### src/hdl/portb_ctl_pkg.sv
/*
 * constants for the port b control block: register offsets, field positions,
 * reset values and carrier timing.
 * assumes the core addresses control registers by an 8-bit index.
 */
package portb_ctl_pkg;
    // control register offsets
    localparam logic [7:0] OFS_DIR = 8'hF6;
    localparam logic [7:0] OFS_CHG_EN = 8'hF9;
    localparam logic [7:0] OFS_PD_OFF = 8'hFB;
    localparam logic [7:0] OFS_OD_ON = 8'hFC;
    localparam logic [7:0] OFS_PU_OFF = 8'hFD;
    localparam logic [7:0] OFS_SYS = 8'hFE;
    localparam logic [7:0] OFS_IMASK = 8'hFF;
    // special register indices
    localparam logic [7:0] OFS_IR = 8'h06;
    // reset values
    localparam logic [7:0] RST_DIR = 8'hFF;
    localparam logic [7:0] RST_CHG_EN = 8'hFF;
    localparam logic [7:0] RST_PD_OFF = 8'hFF;
    localparam logic [7:0] RST_OD_ON = 8'h00;
    localparam logic [7:0] RST_PU_OFF = 8'hFF;
    localparam logic [7:0] RST_SYS = 8'hA0;
    localparam logic [7:0] RST_IMASK = 8'h00;
    localparam logic [7:0] RST_TMODE = 8'h3F;
    localparam logic [7:0] RST_IR = 8'h00;
    // implemented bit masks
    localparam logic [7:0] SYS_MASK = 8'hEC;
    localparam logic [7:0] IMASK_MASK = 8'h47;
    localparam logic [7:0] IR_MASK = 8'h87;
    localparam logic [7:0] TMODE_WR_MASK = 8'hBF;
    // field positions
    localparam int SYS_SINK = 2;
    localparam int SYS_LPR = 3;
    localparam int SYS_LVR = 5;
    localparam int SYS_EXT = 6;
    localparam int SYS_WDT = 7;
    localparam int IM_T0 = 0;
    localparam int IM_PC = 1;
    localparam int IM_EX = 2;
    localparam int IM_WD = 6;
    localparam int TM_GIE = 6;
    localparam int TM_EDGE = 7;
    localparam int IR_EN = 0;
    localparam int IR_FSEL = 1;
    localparam int IR_POL = 2;
    localparam int IR_OSC = 7;
    localparam int PIN_EXT = 0;
    localparam int PIN_IR = 1;
    localparam int PIN_NOOPT = 3;
    localparam int HALF = 4;
    // carrier frequencies in hz and clock rate
    localparam int CLK_HZ = 50000000;
    localparam int CAR_LO_HZ = 38000;
    localparam int CAR_HI_HZ = 57000;
    // half periods in clock cycles, rounded down
    localparam int CAR_LO_HALF = CLK_HZ / (2 * CAR_LO_HZ);
    localparam int CAR_HI_HALF = CLK_HZ / (2 * CAR_HI_HZ);
endpackage : portb_ctl_pkg

### src/hdl/portb_carrier_if.sv
/*
 * interface between the control block and the carrier generator.
 * assumes both ends share one clock.
 */
`timescale 1ns/1ns
`default_nettype none
interface portb_carrier_if;
    logic enable; // run the carrier
    logic fast; // 1 selects the higher frequency
    logic carrier; // square carrier level
    modport ctl (output enable, output fast, input carrier);
    modport gen (input enable, input fast, output carrier);
endinterface : portb_carrier_if
`default_nettype wire

### src/hdl/portb_carrier_gen.sv
/*
 * ir carrier square wave generator, two selectable frequencies.
 * assumes clock at the package rate.
 */
`timescale 1ns/1ns
`default_nettype none
module portb_carrier_gen
    import portb_ctl_pkg::*;
(
    // clock and reset
    input wire logic CLK,
    input wire logic ARST_N,
    // control side
    portb_carrier_if.gen cif
);
    logic [15:0] cnt_q, cnt_d; // half period counter
    logic lvl_q, lvl_d; // carrier level
    logic [15:0] half_lim; // terminal count
    // next state of the divider
    always_comb begin
        half_lim = cif.fast ? 16'(CAR_HI_HALF - 1) : 16'(CAR_LO_HALF - 1);
        cnt_d = cnt_q + 16'h0001;
        lvl_d = lvl_q;
        if (!cif.enable) begin
            cnt_d = 16'h0000;
            lvl_d = 1'b0;
        end else if (cnt_q >= half_lim) begin
            cnt_d = 16'h0000;
            lvl_d = ~lvl_q;
        end
    end
    // divider registers
    always_ff @(posedge CLK or negedge ARST_N) begin
        if (!ARST_N) begin
            cnt_q <= 16'h0000;
            lvl_q <= 1'b0;
        end else begin
            cnt_q <= cnt_d;
            lvl_q <= lvl_d;
        end
    end
    assign cif.carrier = lvl_q;
endmodule : portb_carrier_gen
`default_nettype wire

### src/hdl/portb_ctl.sv
/*
 * port b pin control: direction, pulls, open drain, change and external
 * interrupt flags, system control, interrupt mask, ir carrier output.
 * assumes the core issues one-cycle register strobes on CLK.
 */
`timescale 1ns/1ns
`default_nettype none
module portb_ctl
    import portb_ctl_pkg::*;
#(
    parameter int W = 8 // port width
) (
    // clock and reset
    input wire logic CLK,
    input wire logic ARST_N,
    // control register access
    input wire logic CR_WR,
    input wire logic CR_RD,
    input wire logic SF_WR,
    input wire logic [7:0] CR_ADDR,
    input wire logic [7:0] CR_WDATA,
    output logic [7:0] CR_RDATA,
    // timer mode register writes
    input wire logic TM_WR,
    // port data register
    input wire logic [W-1:0] PORT_DATA,
    output logic [W-1:0] PORT_PIN_LEVEL,
    // interrupt instructions and status clears
    input wire logic IRQ_DISABLE,
    input wire logic IRQ_ENABLE,
    input wire logic IRQ_RETURN,
    input wire logic IRQ_TAKEN,
    input wire logic CFG_WDT_IRQ,
    input wire logic PC_FLAG_CLR,
    input wire logic EX_FLAG_CLR,
    // pins
    input wire logic [W-1:0] PIN_I,
    output logic [W-1:0] PIN_O,
    output logic [W-1:0] PIN_OE,
    output logic [W-1:0] PULLUP_EN,
    output logic [W-1:0] PULLDOWN_EN,
    // mode outputs
    output logic SINK_MODE,
    output logic LOW_POWER_RESET_EN,
    output logic LOW_VOLTAGE_RESET_EN,
    output logic WATCHDOG_EN,
    output logic [7:0] IRQ_MASK,
    output logic WDT_IRQ_EN,
    output logic [7:0] TIMER_MODE,
    output logic PORT_CHANGE_FLAG,
    output logic EXT_IRQ_FLAG
);
    // register state
    logic [W-1:0] dir_q, dir_d; // 1 input
    logic [W-1:0] chg_en_q, chg_en_d; // change enables
    logic [W-1:0] pd_off_q, pd_off_d; // pull-down disables
    logic [W-1:0] od_on_q, od_on_d; // open drain enables
    logic [W-1:0] pu_off_q, pu_off_d; // pull-up disables
    logic [7:0] sys_q, sys_d; // system control
    logic [7:0] imask_q, imask_d; // interrupt mask
    logic [7:0] tmode_q, tmode_d; // timer mode
    logic [7:0] ir_q, ir_d; // ir control, write only
    logic [7:0] rdata_q, rdata_d; // read data
    // pin sampling
    logic [W-1:0] sync1_q, sync2_q; // two-stage synchroniser
    logic [W-1:0] last_q; // previously latched pins
    logic pcf_q, pcf_d; // port change flag
    logic exf_q, exf_d; // external flag
    // output stage
    logic [W-1:0] pin_o_q, pin_o_d;
    logic [W-1:0] pin_oe_q, pin_oe_d;
    logic [W-1:0] pu_q, pu_d;
    logic [W-1:0] pdn_q, pdn_d;
    logic sink_q, sink_d;
    logic watchdog_irq_enable_q, watchdog_irq_enable_d;
    logic [W-1:0] lvl_q;
    // misc
    logic ext_mode; // external irq mode
    logic [W-1:0] chg_arm; // effective change enables
    logic edge_hit; // selected edge on pin0
    logic ir_on; // ir carrier mode
    logic ir_bit; // modulated pin1 level
    portb_carrier_if cif ();

    // carrier generator
    portb_carrier_gen u_carrier (
        .CLK(CLK),
        .ARST_N(ARST_N),
        .cif(cif)
    );
    assign cif.enable = ir_q[IR_EN];
    assign cif.fast = ir_q[IR_FSEL];

    // register writes and reads
    always_comb begin
        dir_d = dir_q;
        chg_en_d = chg_en_q;
        pd_off_d = pd_off_q;
        od_on_d = od_on_q;
        pu_off_d = pu_off_q;
        sys_d = sys_q;
        imask_d = imask_q;
        tmode_d = tmode_q;
        ir_d = ir_q;
        rdata_d = rdata_q;
        if (CR_WR) begin
            case (CR_ADDR)
                OFS_DIR: dir_d = CR_WDATA[W-1:0];
                OFS_CHG_EN: chg_en_d = CR_WDATA[W-1:0];
                OFS_PD_OFF: pd_off_d = CR_WDATA[W-1:0];
                OFS_OD_ON: od_on_d = CR_WDATA[W-1:0];
                OFS_PU_OFF: pu_off_d = CR_WDATA[W-1:0];
                OFS_SYS: sys_d = CR_WDATA & SYS_MASK;
                OFS_IMASK: imask_d = CR_WDATA & IMASK_MASK;
                default: ;
            endcase
        end
        // ir register reached only by special writes
        if (SF_WR && CR_ADDR == OFS_IR) begin
            ir_d = CR_WDATA & IR_MASK;
        end
        // edge select and prescaler writable, flag bit kept
        if (TM_WR) begin
            tmode_d = (CR_WDATA & TMODE_WR_MASK) | (tmode_q & ~TMODE_WR_MASK);
        end
        // global enable driven only by instruction events
        if (IRQ_DISABLE || IRQ_TAKEN) begin
            tmode_d[TM_GIE] = 1'b0;
        end else if (IRQ_ENABLE || IRQ_RETURN) begin
            tmode_d[TM_GIE] = 1'b1;
        end
        if (CR_RD) begin
            case (CR_ADDR)
                OFS_DIR: rdata_d = 8'(dir_q);
                OFS_CHG_EN: rdata_d = 8'(chg_en_q);
                OFS_PD_OFF: rdata_d = 8'(pd_off_q);
                OFS_OD_ON: rdata_d = 8'(od_on_q);
                OFS_PU_OFF: rdata_d = 8'(pu_off_q);
                OFS_SYS: rdata_d = sys_q;
                OFS_IMASK: rdata_d = imask_q;
                default: rdata_d = 8'h00; // ir and unknown read zero
            endcase
        end
    end

    // register file flops
    always_ff @(posedge CLK or negedge ARST_N) begin
        if (!ARST_N) begin
            dir_q <= W'(RST_DIR);
            chg_en_q <= W'(RST_CHG_EN);
            pd_off_q <= W'(RST_PD_OFF);
            od_on_q <= W'(RST_OD_ON);
            pu_off_q <= W'(RST_PU_OFF);
            sys_q <= RST_SYS;
            imask_q <= RST_IMASK;
            tmode_q <= RST_TMODE;
            ir_q <= RST_IR;
            rdata_q <= 8'h00;
        end else begin
            dir_q <= dir_d;
            chg_en_q <= chg_en_d;
            pd_off_q <= pd_off_d;
            od_on_q <= od_on_d;
            pu_off_q <= pu_off_d;
            sys_q <= sys_d;
            imask_q <= imask_d;
            tmode_q <= tmode_d;
            ir_q <= ir_d;
            rdata_q <= rdata_d;
        end
    end

    // pin synchroniser and change latch
    always_ff @(posedge CLK or negedge ARST_N) begin
        if (!ARST_N) begin
            sync1_q <= '0;
            sync2_q <= '0;
            last_q <= '0;
            lvl_q <= '0;
        end else begin
            sync1_q <= PIN_I;
            sync2_q <= sync1_q;
            last_q <= sync2_q;
            lvl_q <= sync2_q; // pin0 stays readable in ext mode
        end
    end

    assign ext_mode = sys_q[SYS_EXT];
    assign ir_on = ir_q[IR_EN];
    // edge on pin0 per edge select
    assign edge_hit = tmode_q[TM_EDGE] ? (sync2_q[PIN_EXT] & ~last_q[PIN_EXT])
                                       : (~sync2_q[PIN_EXT] & last_q[PIN_EXT]);
    // polarity: 0 carrier on high data, 1 on low data
    assign ir_bit = (PORT_DATA[PIN_IR] ^ ir_q[IR_POL]) & cif.carrier;

    // per-pin enables and drive
    genvar gi;
    generate
        for (gi = 0; gi < W; gi++) begin : g_pin
            always_comb begin
                chg_arm[gi] = chg_en_q[gi];
                if (gi == PIN_EXT && ext_mode) begin
                    chg_arm[gi] = 1'b0;
                end
                pin_oe_d[gi] = ~dir_q[gi];
                pin_o_d[gi] = PORT_DATA[gi];
                if (gi == PIN_EXT && ext_mode) begin
                    pin_oe_d[gi] = 1'b0;
                end
                if (gi == PIN_IR && ir_on) begin
                    pin_oe_d[gi] = 1'b1;
                    pin_o_d[gi] = ir_bit;
                end
                if (gi != PIN_NOOPT && od_on_q[gi]) begin
                    // open drain drives only low
                    pin_oe_d[gi] = pin_oe_d[gi] & ~pin_o_d[gi];
                end
                pu_d[gi] = (gi != PIN_NOOPT) && !pu_off_q[gi];
                pdn_d[gi] = !pd_off_q[(gi + HALF) % W];
            end
        end
    endgenerate

    // sticky flags, set wins over clear
    always_comb begin
        pcf_d = pcf_q;
        exf_d = exf_q;
        if (PC_FLAG_CLR) begin
            pcf_d = 1'b0;
        end
        if (|((sync2_q ^ last_q) & chg_arm)) begin
            pcf_d = 1'b1;
        end
        if (EX_FLAG_CLR) begin
            exf_d = 1'b0;
        end
        if (ext_mode && edge_hit) begin
            exf_d = 1'b1;
        end
        // follows the direction bit, so an open-drain pin idling high keeps the mode
        sink_d = sys_q[SYS_SINK] && (!dir_q[PIN_IR] || ir_on);
        watchdog_irq_enable_d = imask_q[IM_WD] && CFG_WDT_IRQ;
    end

    // output stage flops
    always_ff @(posedge CLK or negedge ARST_N) begin
        if (!ARST_N) begin
            pcf_q <= 1'b0;
            exf_q <= 1'b0;
            pin_o_q <= '0;
            pin_oe_q <= '0;
            pu_q <= '0;
            pdn_q <= '0;
            sink_q <= 1'b0;
            watchdog_irq_enable_q <= 1'b0;
        end else begin
            pcf_q <= pcf_d;
            exf_q <= exf_d;
            pin_o_q <= pin_o_d;
            pin_oe_q <= pin_oe_d;
            pu_q <= pu_d;
            pdn_q <= pdn_d;
            sink_q <= sink_d;
            watchdog_irq_enable_q <= watchdog_irq_enable_d;
        end
    end

    assign CR_RDATA = rdata_q;
    assign PORT_PIN_LEVEL = lvl_q;
    assign PIN_O = pin_o_q;
    assign PIN_OE = pin_oe_q;
    assign PULLUP_EN = pu_q;
    assign PULLDOWN_EN = pdn_q;
    assign SINK_MODE = sink_q;
    assign LOW_POWER_RESET_EN = sys_q[SYS_LPR];
    assign LOW_VOLTAGE_RESET_EN = sys_q[SYS_LVR];
    assign WATCHDOG_EN = sys_q[SYS_WDT];
    assign IRQ_MASK = imask_q;
    assign WDT_IRQ_EN = watchdog_irq_enable_q;
    assign TIMER_MODE = tmode_q;
    assign PORT_CHANGE_FLAG = pcf_q;
    assign EXT_IRQ_FLAG = exf_q;
endmodule : portb_ctl
`default_nettype wire

### config.mk
export PLATFORM = sky130hd
export DESIGN_NAME = portb_ctl
export DESIGN_NICKNAME = d
export VERILOG_FILES = /design/src/hdl/portb_ctl_pkg.sv /design/src/hdl/portb_carrier_if.sv /design/src/hdl/portb_carrier_gen.sv /design/src/hdl/portb_ctl.sv
export SDC_FILE = /design/constraint.sdc
export NUM_CORES = 1
export LEC_CHECK = 0
export ABC_AREA = 1
export BUFFER_PORTS_ARGS = -buffer_cell sky130_fd_sc_hd__buf_2
export CORE_MARGIN = 2
export CORE_UTILIZATION = 55
export CTS_CLUSTER_SIZE = 20
export DETAILED_ROUTE_END_ITERATION = 16
export PLACE_DENSITY_LB_ADDON = 0.12
export SLEW_MARGIN = 10
export SYNTH_ARGS = -nofsm -noshare
export SYNTH_HDL_FRONTEND = slang
export SYNTH_SLANG_ARGS = --single-unit
export TNS_END_PERCENT = 30
### constraint.sdc
create_clock -name CLK -period 2.2 [get_ports CLK]
set_clock_uncertainty 0.1 [all_clocks]
set_input_delay 0.44 -clock CLK [delete_from_list [all_inputs] [get_ports CLK]]
set_output_delay 0.44 -clock CLK [all_outputs]
set_load 0.01 [all_outputs]
==> metrics.log, run 1 <==
INFO  metric seq_area_frac_synth = 0.624
INFO  metric total_global_routing_track_utilization = 0.248
INFO  metric synth_area_leader_cell = dfrtp_1
INFO  metric maxCapViolations = 0
INFO  metric setup.worst_path.start_class = flop
INFO  metric p_leak = 3.40 nW
INFO  metric reg2reg_from = ir_q[1]$_DFFE_PN0P_
INFO  metric grt_max_degree = 49
INFO  metric cts_buffers = 17
INFO  metric drt_iter0_drc = 249
INFO  metric power_density = 818 nW/um^2
INFO  metric layout.nets = 796
INFO  metric async_reset_ff_frac = 1.00
INFO  metric firstDrtPassIters = 4
INFO  metric rows = 37
INFO  metric finalWeightedCongestion = 0.934
INFO  metric synthCells = 595
INFO  metric fin_crit_sh = 0.826
INFO  metric finalSetupViolCount = 0
INFO  metric detail-route-antenna-nets = 0
INFO  metric report.final.slew_viol_count = 0
INFO  metric ys_warnings = 0
INFO  metric num_vias = 4,525
INFO  metric die_width = 107 um
INFO  metric place.port_buffers = 110
INFO  metric io_pins = 116
INFO  metric cpPeakStageDelay = 0.39 ns
INFO  metric global_route.usage.met3 = 0.0699
INFO  metric drt-vias-per-instance = 5.07
INFO  metric post_synth.cell_area_avg = 9.85 um^2
INFO  metric crit_path_start = ir_q[1]$_DFFE_PN0P_
INFO  metric cts.path.max_buffers = 2
INFO  metric cts_repair_resize_count = 0
INFO  metric cp_max_fo = 12
INFO  metric post-synth-top-count-cell = nand2_1
INFO  metric worstSetupPathType = reg -> reg
INFO  metric dieHeight = 107 um
INFO  metric cpMostUsedCell = nand2_1
INFO  metric share_of_final_layout_standard_cells_stronger_than_drive_strength_1 = 0.278
INFO  metric synth_top_area_frac = 0.444
INFO  metric combPwrFrac = 0.071
INFO  metric preCtsSetupSlack = 0.372 ns
INFO  metric grt_busiest_layer = met2
INFO  metric hp-start = CFG_WDT_IRQ
INFO  metric max_clk_rate = 0.551 GHz
INFO  metric synth_edf_count = 0
INFO  metric finalWorstPathRequiredPeriod = 1.82 ns
INFO  metric drcViolationCount = 0
INFO  metric timing.critical_path.cells = inv_1, ha_1, nand2_1, nor3b_1, nand2_1, nand2_1, nand2_1, nand2_1, nand2_1, nand2_1
INFO  metric power.share.sequential = 0.481
INFO  metric crit_family = simple AND/OR/NAND/NOR gates
INFO  metric power.clock.fraction = 0.447
INFO  metric cts_root_buf = clkbuf_8
INFO  metric timing.final.ws_setup = 0.384 ns
INFO  metric wl_per_cell = 14.6 um
INFO  metric die_area = 11,500 um^2
INFO  metric grt.met1_usage = 0.326
INFO  metric insertion_delay = 0.53 ns
INFO  metric grt_pass1_vias = 4,515
INFO  metric power_report.internal_total = 0.00460 W
INFO  metric grt_overflow = 0
INFO  metric ctsHtreeMaxLevel = 4
INFO  metric cts.reportedPaths.clkPinSlew = 0.06 ns
INFO  metric grtUsageMet2 = 0.397
INFO  metric global_route_wire_length_before_repair = 21.4 mm
INFO  metric detailed_place_hpwl = 9.29 mm
INFO  metric min_path_type = in -> reg
INFO  metric antenna_found_initial = 0
INFO  metric synth.cell_area = 5860 um^2
INFO  metric syn2layout_area_growth = 25.3%
INFO  metric leading_post_synthesis_cells_by_cell_area = dfrtp_1 44%, dfstp_2 18%, nand2_1 8.8%, nand3_1 4.4%, nor2_1 3.9%
INFO  metric aggregate_routed_wire_length = 13.0 mm
INFO  metric power.share.switching = 0.233
INFO  metric fp.coreArea = 10,300 um^2
INFO  metric cts_num_sinks = 144
INFO  metric worst-endpoint-arrival = 2.18 ns
INFO  metric rsz0062_at_grt = false
INFO  metric postCtsSetupBuffers = 0
INFO  metric critical_path.n_buffers_inverters = 1
INFO  metric crit_path_top_delay_cell = dfrtp_1
INFO  metric ir_drop = 0.702 mV
INFO  metric p_sw = 0.00140 W
INFO  metric post_cts_hold_buffer_count = 21
INFO  metric synth_seq_cells = 144
INFO  metric tns = 0 ns
INFO  metric yosys_most_used_dff = dfrtp_1
INFO  metric netlist-cell-type-count = 32
INFO  metric cp.required = 2.56 ns
INFO  metric status = complete, no violations
INFO  metric diodes = 0
INFO  metric cts_tree = yes
INFO  metric report.final.hold_viol_count = 0
INFO  metric critical_path.endpoint_type = flop
INFO  metric yosys-top-cells-count = 138 x nand2_1, 104 x dfrtp_1, 61 x nor2_1
INFO  metric fin_hold_ws = 0.0217 ns
INFO  metric start_util = 0.567
## worst register-to-register path: cells and delay by family (launching register included)
family	cells	cell delay (ns)
AND/OR/NAND/NOR	8	0.89
buffers and inverters	1	0.10
flip-flops	1	0.39
adder cells (fa/ha/maj)	1	0.28
## cells by family after synthesis
family,after synthesis,share of synthesized area
flip-flops,144,0.624
adder cells (fa/ha/maj),8,0.0171
AO/OA/AOI/OAI,72,0.0643
XOR/XNOR,9,0.0135
AND/OR/NAND/NOR,286,0.223
buffers and inverters,75,0.0581
other,1,0.000640
## layout by cell type (no fill, tap or decap), drive strengths merged, types with 3 or more instances in the layout
| cell type | n |
|---|---|
| dfstp | 40 |
| dfrtp | 104 |
| nand2 | 142 |
| clkinv | 3 |
| clkinvlp | 3 |
| clkbuf | 24 |
| ha | 8 |
| nand3 | 57 |
| inv | 58 |
| o21ai | 51 |
| xor2 | 7 |
| o21a | 6 |
| nand4 | 3 |
| or2 | 6 |
| dlygate4sd3 | 21 |
| nor4 | 3 |
| a21oi | 14 |
| nor2 | 69 |
| nor3 | 3 |
| buf | 117 |
| conb | 10 |
## registers in the layout, summed over array words and instances (netlist names)
| register | cells |
|---|---|
| WDT_IRQ_EN | 1 |
| PORT_PIN_LEVEL | 8 |
| PULLUP_EN | 7 |
| CR_RDATA | 8 |
| sync2_q | 8 |
| PIN_OE | 8 |
| EXT_IRQ_FLAG | 1 |
| PULLDOWN_EN | 8 |
| PIN_O | 8 |
| u_carrier.cnt_q | 16 |
| chg_en_q | 8 |
| pd_off_q | 8 |
| ir_q | 3 |
| sync1_q | 8 |
| od_on_q | 8 |
| TIMER_MODE | 8 |
| sys_q | 5 |
| IRQ_MASK | 4 |
| SINK_MODE | 1 |
| u_carrier.cif.carrier | 1 |
| pu_off_q | 8 |
| PORT_CHANGE_FLAG | 1 |
| dir_q | 8 |
## layer usage
| layer | up-vias | share of wire |
|---|---|---|
| met4 | 0 | 0.016 |
| met3 | 18 | 0.062 |
| met5 | - | 0 |
| li1 | 2198 | - |
| met2 | 140 | 0.49 |
| met1 | 2169 | 0.43 |
## worst paths after layout
| check | cells after the start | slack [ns] | end |
|---|---|---|---|
| setup / recovery | 10 | 0.38 | u_carrier.cif.carrier$_DFFE_PN0P_ |
| hold / removal | 3 | 0.02 | WDT_IRQ_EN$_DFF_PN0_ |
| setup reg to reg | 10 | 0.38 | u_carrier.cif.carrier$_DFFE_PN0P_ |
| hold reg to reg | 0 | 0.25 | sync2_q[0]$_DFF_PN0_ |
| max in group asynchronous | 3 | 0.98 | TIMER_MODE[2]$_DFFE_PN1P_ |
| min in group asynchronous | 2 | 0.30 | u_carrier.cnt_q[4]$_DFF_PN0_ |
## through the flow
stage	power [W]	utilization	std cells	cell area, um^2
4_1_cts	0.00605	0.711	892	7340
6_report	0.00600	0.711	892	7340
5_1_grt	0.00624	0.711	892	7340
3_5_place_dp	0.00334	0.636	839	6570
3_3_place_gp	0.00332	0.636	839	6570
2_1_floorplan	0.00311	-	604	5890
## power by group through the flow
stage,Sequential [W],Clock (W),Combinational [W]
after floorplan,0.00294,0,0.000165
after global placement,0.00293,0,0.000394
after detailed placement,0.00293,0,0.000404
after CTS,0.00289,0.00272,0.000435
after global routing,0.00290,0.00285,0.000483
final,0.00289,0.00269,0.000428
## final cells by class
type | instances | area (um^2)
Sequential cell | 144 | 3650
Fill cell | 792 | 2980
Multi-Input combinational cell | 385 | 1900
Timing Repair Buffer | 138 | 845
Clock buffer | 24 | 480
Inverter | 57 | 214
Tap cell | 136 | 170
Clock inverter | 8 | 80.1
Note: power is estimated with default switching activity, not from simulation.
==> run 2, diff against run 1 <==
CORE_UTILIZATION = 49   (was 55)
clock period = 1.6 ns   (was 2.2 ns; I/O delays follow)
==> run 2 against run 1 <==
  * Non-clock buffer count up 21
  * Power up 46%
  * Via count decreased by 0.13%
  * Sequential cell count stayed put
  * The run now ends with setup timing left
  * Critical path type unchanged
  * Worst setup slack lost 0.45 ns
  * Die area grew 12%
  * Worst hold slack hardly changed
  * Largest power group is now clock
  * Fmax increased by 8.8%
  * Clock power is 57% higher
  * Routed wire length grew 1.9%
==> metrics.log, run 2 (synthesized netlist as in run 1, its figures left out) <==
INFO  metric status = complete, but fails checks
INFO  metric violations_in_the_final_reports = setup timing
INFO  metric grt_max_degree = 37
INFO  metric maxCapViolations = 0
INFO  metric layout_commonest_cell = nand2_1
INFO  metric grt_overflow = 0
INFO  metric detailed_place_hpwl = 9.64 mm
INFO  metric io_pins = 116
INFO  metric start_util = 0.507
INFO  metric place.port_buffers = 110
INFO  metric finalWorstPathRequiredPeriod = 1.67 ns
INFO  metric cts_num_sinks = 144
INFO  metric syn2layout_area_growth = 30.8%
INFO  metric setup.worst_path.start_class = flop
INFO  metric antenna_found_initial = 1
INFO  metric cts_tree = yes
INFO  metric cp.required = 1.81 ns
INFO  metric drt-vias-per-instance = 4.91
INFO  metric worst_r2r_endpoint = u_carrier.cnt_q[8]$_DFF_PN0_
INFO  metric r2r.worst_path.cells = 10
INFO  metric insertion_delay = 0.43 ns
INFO  metric die_area = 12,800 um^2
INFO  metric most_flop_heavy_register = u_carrier.cnt_q
INFO  metric fin_crit_sh = 1.04
INFO  metric finalSetupViolCount = 12
INFO  metric reg2reg_setup_slack = -0.07 ns
INFO  metric ctsHtreeMaxLevel = 4
INFO  metric design_area = 7660 um^2
INFO  metric fp.coreArea = 11,600 um^2
INFO  metric finalWeightedCongestion = 0.886
INFO  metric worstSetupPathType = reg -> reg
INFO  metric postCtsSetupBuffers = 0
INFO  metric min_path_type = in -> reg
INFO  metric fin_hold_ws = 0.0214 ns
INFO  metric largest_register_ff_count = 16
INFO  metric dpl_cell_area = 6750 um^2
INFO  metric wl_per_cell = 14.4 um
INFO  metric aggregate_routed_wire_length = 13.3 mm
INFO  metric firstDrtPassIters = 6
INFO  metric crit_path_start = ir_q[1]$_DFFE_PN0P_
INFO  metric total_global_routing_track_utilization = 0.224
INFO  metric max_clk_rate = 0.599 GHz
INFO  metric reg2reg_from = ir_q[1]$_DFFE_PN0P_
INFO  metric cts.reportedPaths.clkPinSlew = 0.06 ns
INFO  metric grt_pass1_vias = 4,583
INFO  metric power_density = 1150 nW/um^2
INFO  metric layout.nets = 817
INFO  metric p_leak = 3.56 nW
INFO  metric timing.final.ws_setup = -0.0694 ns
INFO  metric layout.cells.most_common_list = 134 x nand2_1, 109 x buf_2, 104 x dfrtp_1, 59 x nor2_1, 56 x inv_1
INFO  metric rsz0062_at_grt = true
INFO  metric rows = 39
INFO  metric cts_buffers = 17
INFO  metric critical_path.endpoint_type = flop
INFO  metric detail-route-antenna-nets = 0
INFO  metric preCtsSetupSlack = -0.104 ns
INFO  metric critical_path_capture_point = u_carrier.cnt_q[8]$_DFF_PN0_
INFO  metric share_of_final_layout_standard_cells_stronger_than_drive_strength_1 = 0.313
INFO  metric global_route_wire_length_before_repair = 22.0 mm
INFO  metric hp-start = CR_WDATA[6]
INFO  metric dieHeight = 113 um
INFO  metric drt_iter0_drc = 221
INFO  metric num_vias = 4,519
INFO  metric cp_max_fo = 6
INFO  metric report.final.hold_viol_count = 0
INFO  metric worst-endpoint-arrival = 1.88 ns
INFO  metric ir_drop = 0.759 mV
INFO  metric finalNonFillerCells = 921
INFO  metric dp_cells = 866
INFO  metric cts.path.max_buffers = 2
INFO  metric cts_root_buf = clkbuf_16
INFO  metric die_width = 113 um
INFO  metric drcViolationCount = 0
INFO  metric report.final.slew_viol_count = 0
-- run 2: cell count changes in the layout (fill, tap and decap cells not counted), moves of 3 or more --
cell	previous run	this run
buf_4	5	21
bufinv_16	1	4
clkbuf_1	3	0
clkbuf_8	5	2
nand2_1	138	134
nand2_2	4	8
-- run 2: what timing repair did --
| item | in CTS | in global routing |
|---|---|---|
| gates cloned | 0 | 0 |
| endpoints found under the hold margin | 56 | 0 |
| pin swaps | 0 | 5 |
| hold buffers | 22 | 0 |
| setup endpoints to repair | 12 | 12 |
| gates resized for setup | 3 | 11 |
-- run 2: layout make-up --
| cell class | count | area, um^2 |
|---|---|---|
| Sequential cell | 144 | 3650 |
| Inverter | 57 | 214 |
| Clock buffer | 19 | 453 |
| Antenna cell | 1 | 2.50 |
| Clock inverter | 13 | 184 |
| Multi-Input combinational cell | 385 | 1940 |
| Tap cell | 143 | 179 |
| Timing Repair Buffer | 159 | 1040 |
| Fill cell | 921 | 3900 |
-- run 2: critical path, stage by stage (launching register included) --
cell     delay (ns)
dfrtp_1        0.40
inv_2          0.08
ha_4           0.26
nand2_2        0.05
nor3b_2        0.18
nand2_1        0.08
nand2_1        0.08
nand2_2        0.06
nand2_2        0.08
buf_6          0.13
nor2_1         0.05
-- run 2: through the flow --
stage | power (W) | TNS [ns] | util
floorplan | 0.00428 | 0 | -
global placement | 0.00458 | -0.0992 | 0.584
detailed placement | 0.00460 | -1.20 | 0.584
CTS | 0.00887 | -0.479 | 0.659
global route | 0.00913 | -1.49 | 0.662
finish | 0.00879 | -0.608 | 0.663
-- run 2: worst min-delay path by stage --
stage | end | cells past startpoint
global route | chg_en_q[6]$_DFFE_PN1P_ | 3
global placement | u_carrier.cnt_q[5]$_DFF_PN0_ | 1
CTS | chg_en_q[6]$_DFFE_PN1P_ | 3
detailed placement | u_carrier.cnt_q[4]$_DFF_PN0_ | 1
finish | chg_en_q[6]$_DFFE_PN1P_ | 3
floorplan | CR_RDATA[0]$_DFFE_PN0P_ | 0
-- run 2: where the power goes --
part           switching [W]  leakage [nW]  internal [W]
Combinational       0.000358          1.59      0.000249
Sequential          0.000105          1.66       0.00387
Clock                0.00152         0.305       0.00269
-- run 2: metal layers --
layer  wire length [um]  share of wire  vias to the layer above  GRT usage
li1                   -              -                     2236          -
met1               6120           0.46                     2135      0.295
met2               6100           0.46                      130      0.348
met3                860          0.065                       16     0.0803
met4                192          0.014                        2     0.0780
met5                 13        0.00098                        -          0
==> run 3, diff against run 2 <==
SETUP_SLACK_MARGIN = 0.2   (was not set)
==> run 3 against run 2 <==
  * The run still ends with setup timing left
  * Die area is the same
  * Clock power shrank 14%
  * Sequential cell count is the same
  * Count of clock-buffer cells in the layout shrank 1
  * Via count grew 0.97%
  * Sequential power is essentially flat
  * Routed wire length grew 1.9%
  * Cell count shrank 0.11%
  * Register-to-register slack gained 0.04 ns
  * Global-route usage grew 0.68 points
  * Critical endpoint is now u_carrier.cif.carrier$_DFFE_PN0P_
==> metrics.log, run 3 (synthesized netlist as in run 1, its figures left out) <==
INFO  metric fp.coreArea = 11,600 um^2
INFO  metric timing.final.ws_setup = -0.0335 ns
INFO  metric critical_path.endpoint_type = flop
INFO  metric grt_pass1_vias = 4,657
INFO  metric holdPathStages = 3
INFO  metric detail-route-antenna-nets = 0
INFO  metric insertion_delay = 0.43 ns
INFO  metric aggregate_routed_wire_length = 13.5 mm
INFO  metric finalNonFillerCells = 920
INFO  metric layout.nets = 817
INFO  metric worst-endpoint-arrival = 1.89 ns
INFO  metric n_fill_cell = 933
INFO  metric layout_commonest_cell = nand2_1
INFO  metric drt-vias-per-instance = 4.96
INFO  metric cts_num_sinks = 144
INFO  metric critical_path_capture_point = u_carrier.cif.carrier$_DFFE_PN0P_
INFO  metric status = complete, but fails checks
INFO  metric total_power = 0.00826 W
INFO  metric share_of_final_layout_standard_cells_stronger_than_drive_strength_1 = 0.310
INFO  metric num_vias = 4,563
INFO  metric cp_max_fo = 4
INFO  metric dp_cells = 860
INFO  metric finalCoreUtilization = 0.662
INFO  metric most_flop_heavy_register = u_carrier.cnt_q
INFO  metric cts.path.max_buffers = 2
INFO  metric grt_max_degree = 39
INFO  metric crit_path_start = ir_q[1]$_DFFE_PN0P_
INFO  metric report.final.hold_viol_count = 0
INFO  metric place.port_buffers = 110
INFO  metric finalWeightedCongestion = 0.885
INFO  metric fin_hold_ws = 0.0235 ns
INFO  metric total_global_routing_track_utilization = 0.231
INFO  metric min_path_type = in -> reg
INFO  metric grt_overflow = 0
INFO  metric cts_buffers = 17
INFO  metric reg2reg_setup_slack = -0.03 ns
INFO  metric cp.required = 1.86 ns
INFO  metric io_pins = 116
INFO  metric multi_input_comb_area = 1950 um^2
INFO  metric rows = 39
INFO  metric firstDrtPassIters = 5
INFO  metric finalWorstPathRequiredPeriod = 1.63 ns
INFO  metric start_util = 0.507
INFO  metric diodes = 0
INFO  metric syn2layout_area_growth = 30.6%
INFO  metric r2r.worst_path.cells = 8
INFO  metric worstSetupPathType = reg -> reg
INFO  metric power_density = 1080 nW/um^2
INFO  metric fin_crit_sh = 1.02
INFO  metric max_clk_rate = 0.612 GHz
INFO  metric violations_in_the_final_reports = setup timing
INFO  metric drcViolationCount = 0
INFO  metric ctsHtreeMaxLevel = 4
INFO  metric tns = -0.162 ns
INFO  metric die_width = 113 um
INFO  metric cts_tree = yes
INFO  metric wl_per_cell = 14.7 um
INFO  metric detailed_place_hpwl = 9.65 mm
INFO  metric largest_register_ff_count = 16
INFO  metric report.final.slew_viol_count = 0
INFO  metric drt_iter0_drc = 326
INFO  metric rsz0062_at_grt = true
INFO  metric p_leak = 3.55 nW
INFO  metric final-seq-area = 3650 um^2
INFO  metric reg2reg_from = ir_q[1]$_DFFE_PN0P_
INFO  metric dieHeight = 113 um
INFO  metric antenna_found_initial = 0
INFO  metric global_route_wire_length_before_repair = 22.6 mm
INFO  metric cts_root_buf = clkbuf_16
INFO  metric die_area = 12,800 um^2
INFO  metric layout.cells.most_common_list = 134 x nand2_1, 104 x dfrtp_1, 99 x buf_2, 60 x nor2_1, 56 x inv_1
INFO  metric worst_r2r_endpoint = u_carrier.cif.carrier$_DFFE_PN0P_
INFO  metric finalSetupViolCount = 8
INFO  metric setup.worst_path.start_class = flop
INFO  metric cts.reportedPaths.clkPinSlew = 0.06 ns
INFO  metric ir_drop = 0.972 mV
INFO  metric maxCapViolations = 0
## run 3: final cells by class
type                            instances  area share
Clock buffer                           18      0.0561
Clock inverter                         14      0.0152
Inverter                               57      0.0280
Multi-Input combinational cell        386       0.255
Sequential cell                       144       0.478
Tap cell                              143      0.0234
Timing Repair Buffer                  158       0.145
## run 3: where the power goes
group          switching (W)  leakage (nW)  internal, W
clock                0.00151         0.262      0.00213
combinational       0.000367          1.63     0.000276
sequential          0.000114          1.66      0.00387
total                0.00199          3.55      0.00627
## run 3: per-stage QoR
stage,instance area [um^2],worst slack (ns)
after floorplan,5920,0.0795
after global placement,6760,-0.0370
after detailed placement,6760,-0.0811
after CTS,7570,0.00270
after global routing,7650,-0.104
final,7650,-0.0335
## run 3: how the worst min path moves through the flow
stage	slack (ns)	from	end
floorplan	-0.08	ARST_N	CR_RDATA[0]$_DFFE_PN0P_
global placement	0.16	ARST_N	u_carrier.cnt_q[4]$_DFF_PN0_
detailed placement	0.16	ARST_N	u_carrier.cnt_q[4]$_DFF_PN0_
CTS	0.005	CR_WDATA[6]	chg_en_q[6]$_DFFE_PN1P_
global route	0.04	CR_WDATA[6]	chg_en_q[6]$_DFFE_PN1P_
finish	0.02	CR_WDATA[6]	chg_en_q[6]$_DFFE_PN1P_
## run 3: what timing repair did
| action | in CTS | in global routing |
|---|---|---|
| hold endpoints to repair | 46 | 0 |
| cloned | 1 | 0 |
| hold buffers | 22 | 0 |
| setup endpoints to repair | 31 | 39 |
| gates resized for setup | 4 | 14 |
| pin swaps | 2 | 4 |
| setup buffers | 3 | 2 |
## run 3: critical path, cell delays in order, from the launching register on
cell and delay [ns]:
dfrtp_1 0.42, ha_1 0.30, nand2_1 0.09, nand3_2 0.11, nor4_4 0.14, buf_4 0.18, buf_4 0.10, nand3_1 0.06
nand2_1 0.06
## run 3: metal layers
layer	share of wire	GRT usage	vias up
met5	0	0	-
met1	0.45	0.306	2161
met3	0.062	0.0632	20
met2	0.47	0.365	153
li1	-	-	2229
met4	0.016	0.0911	0
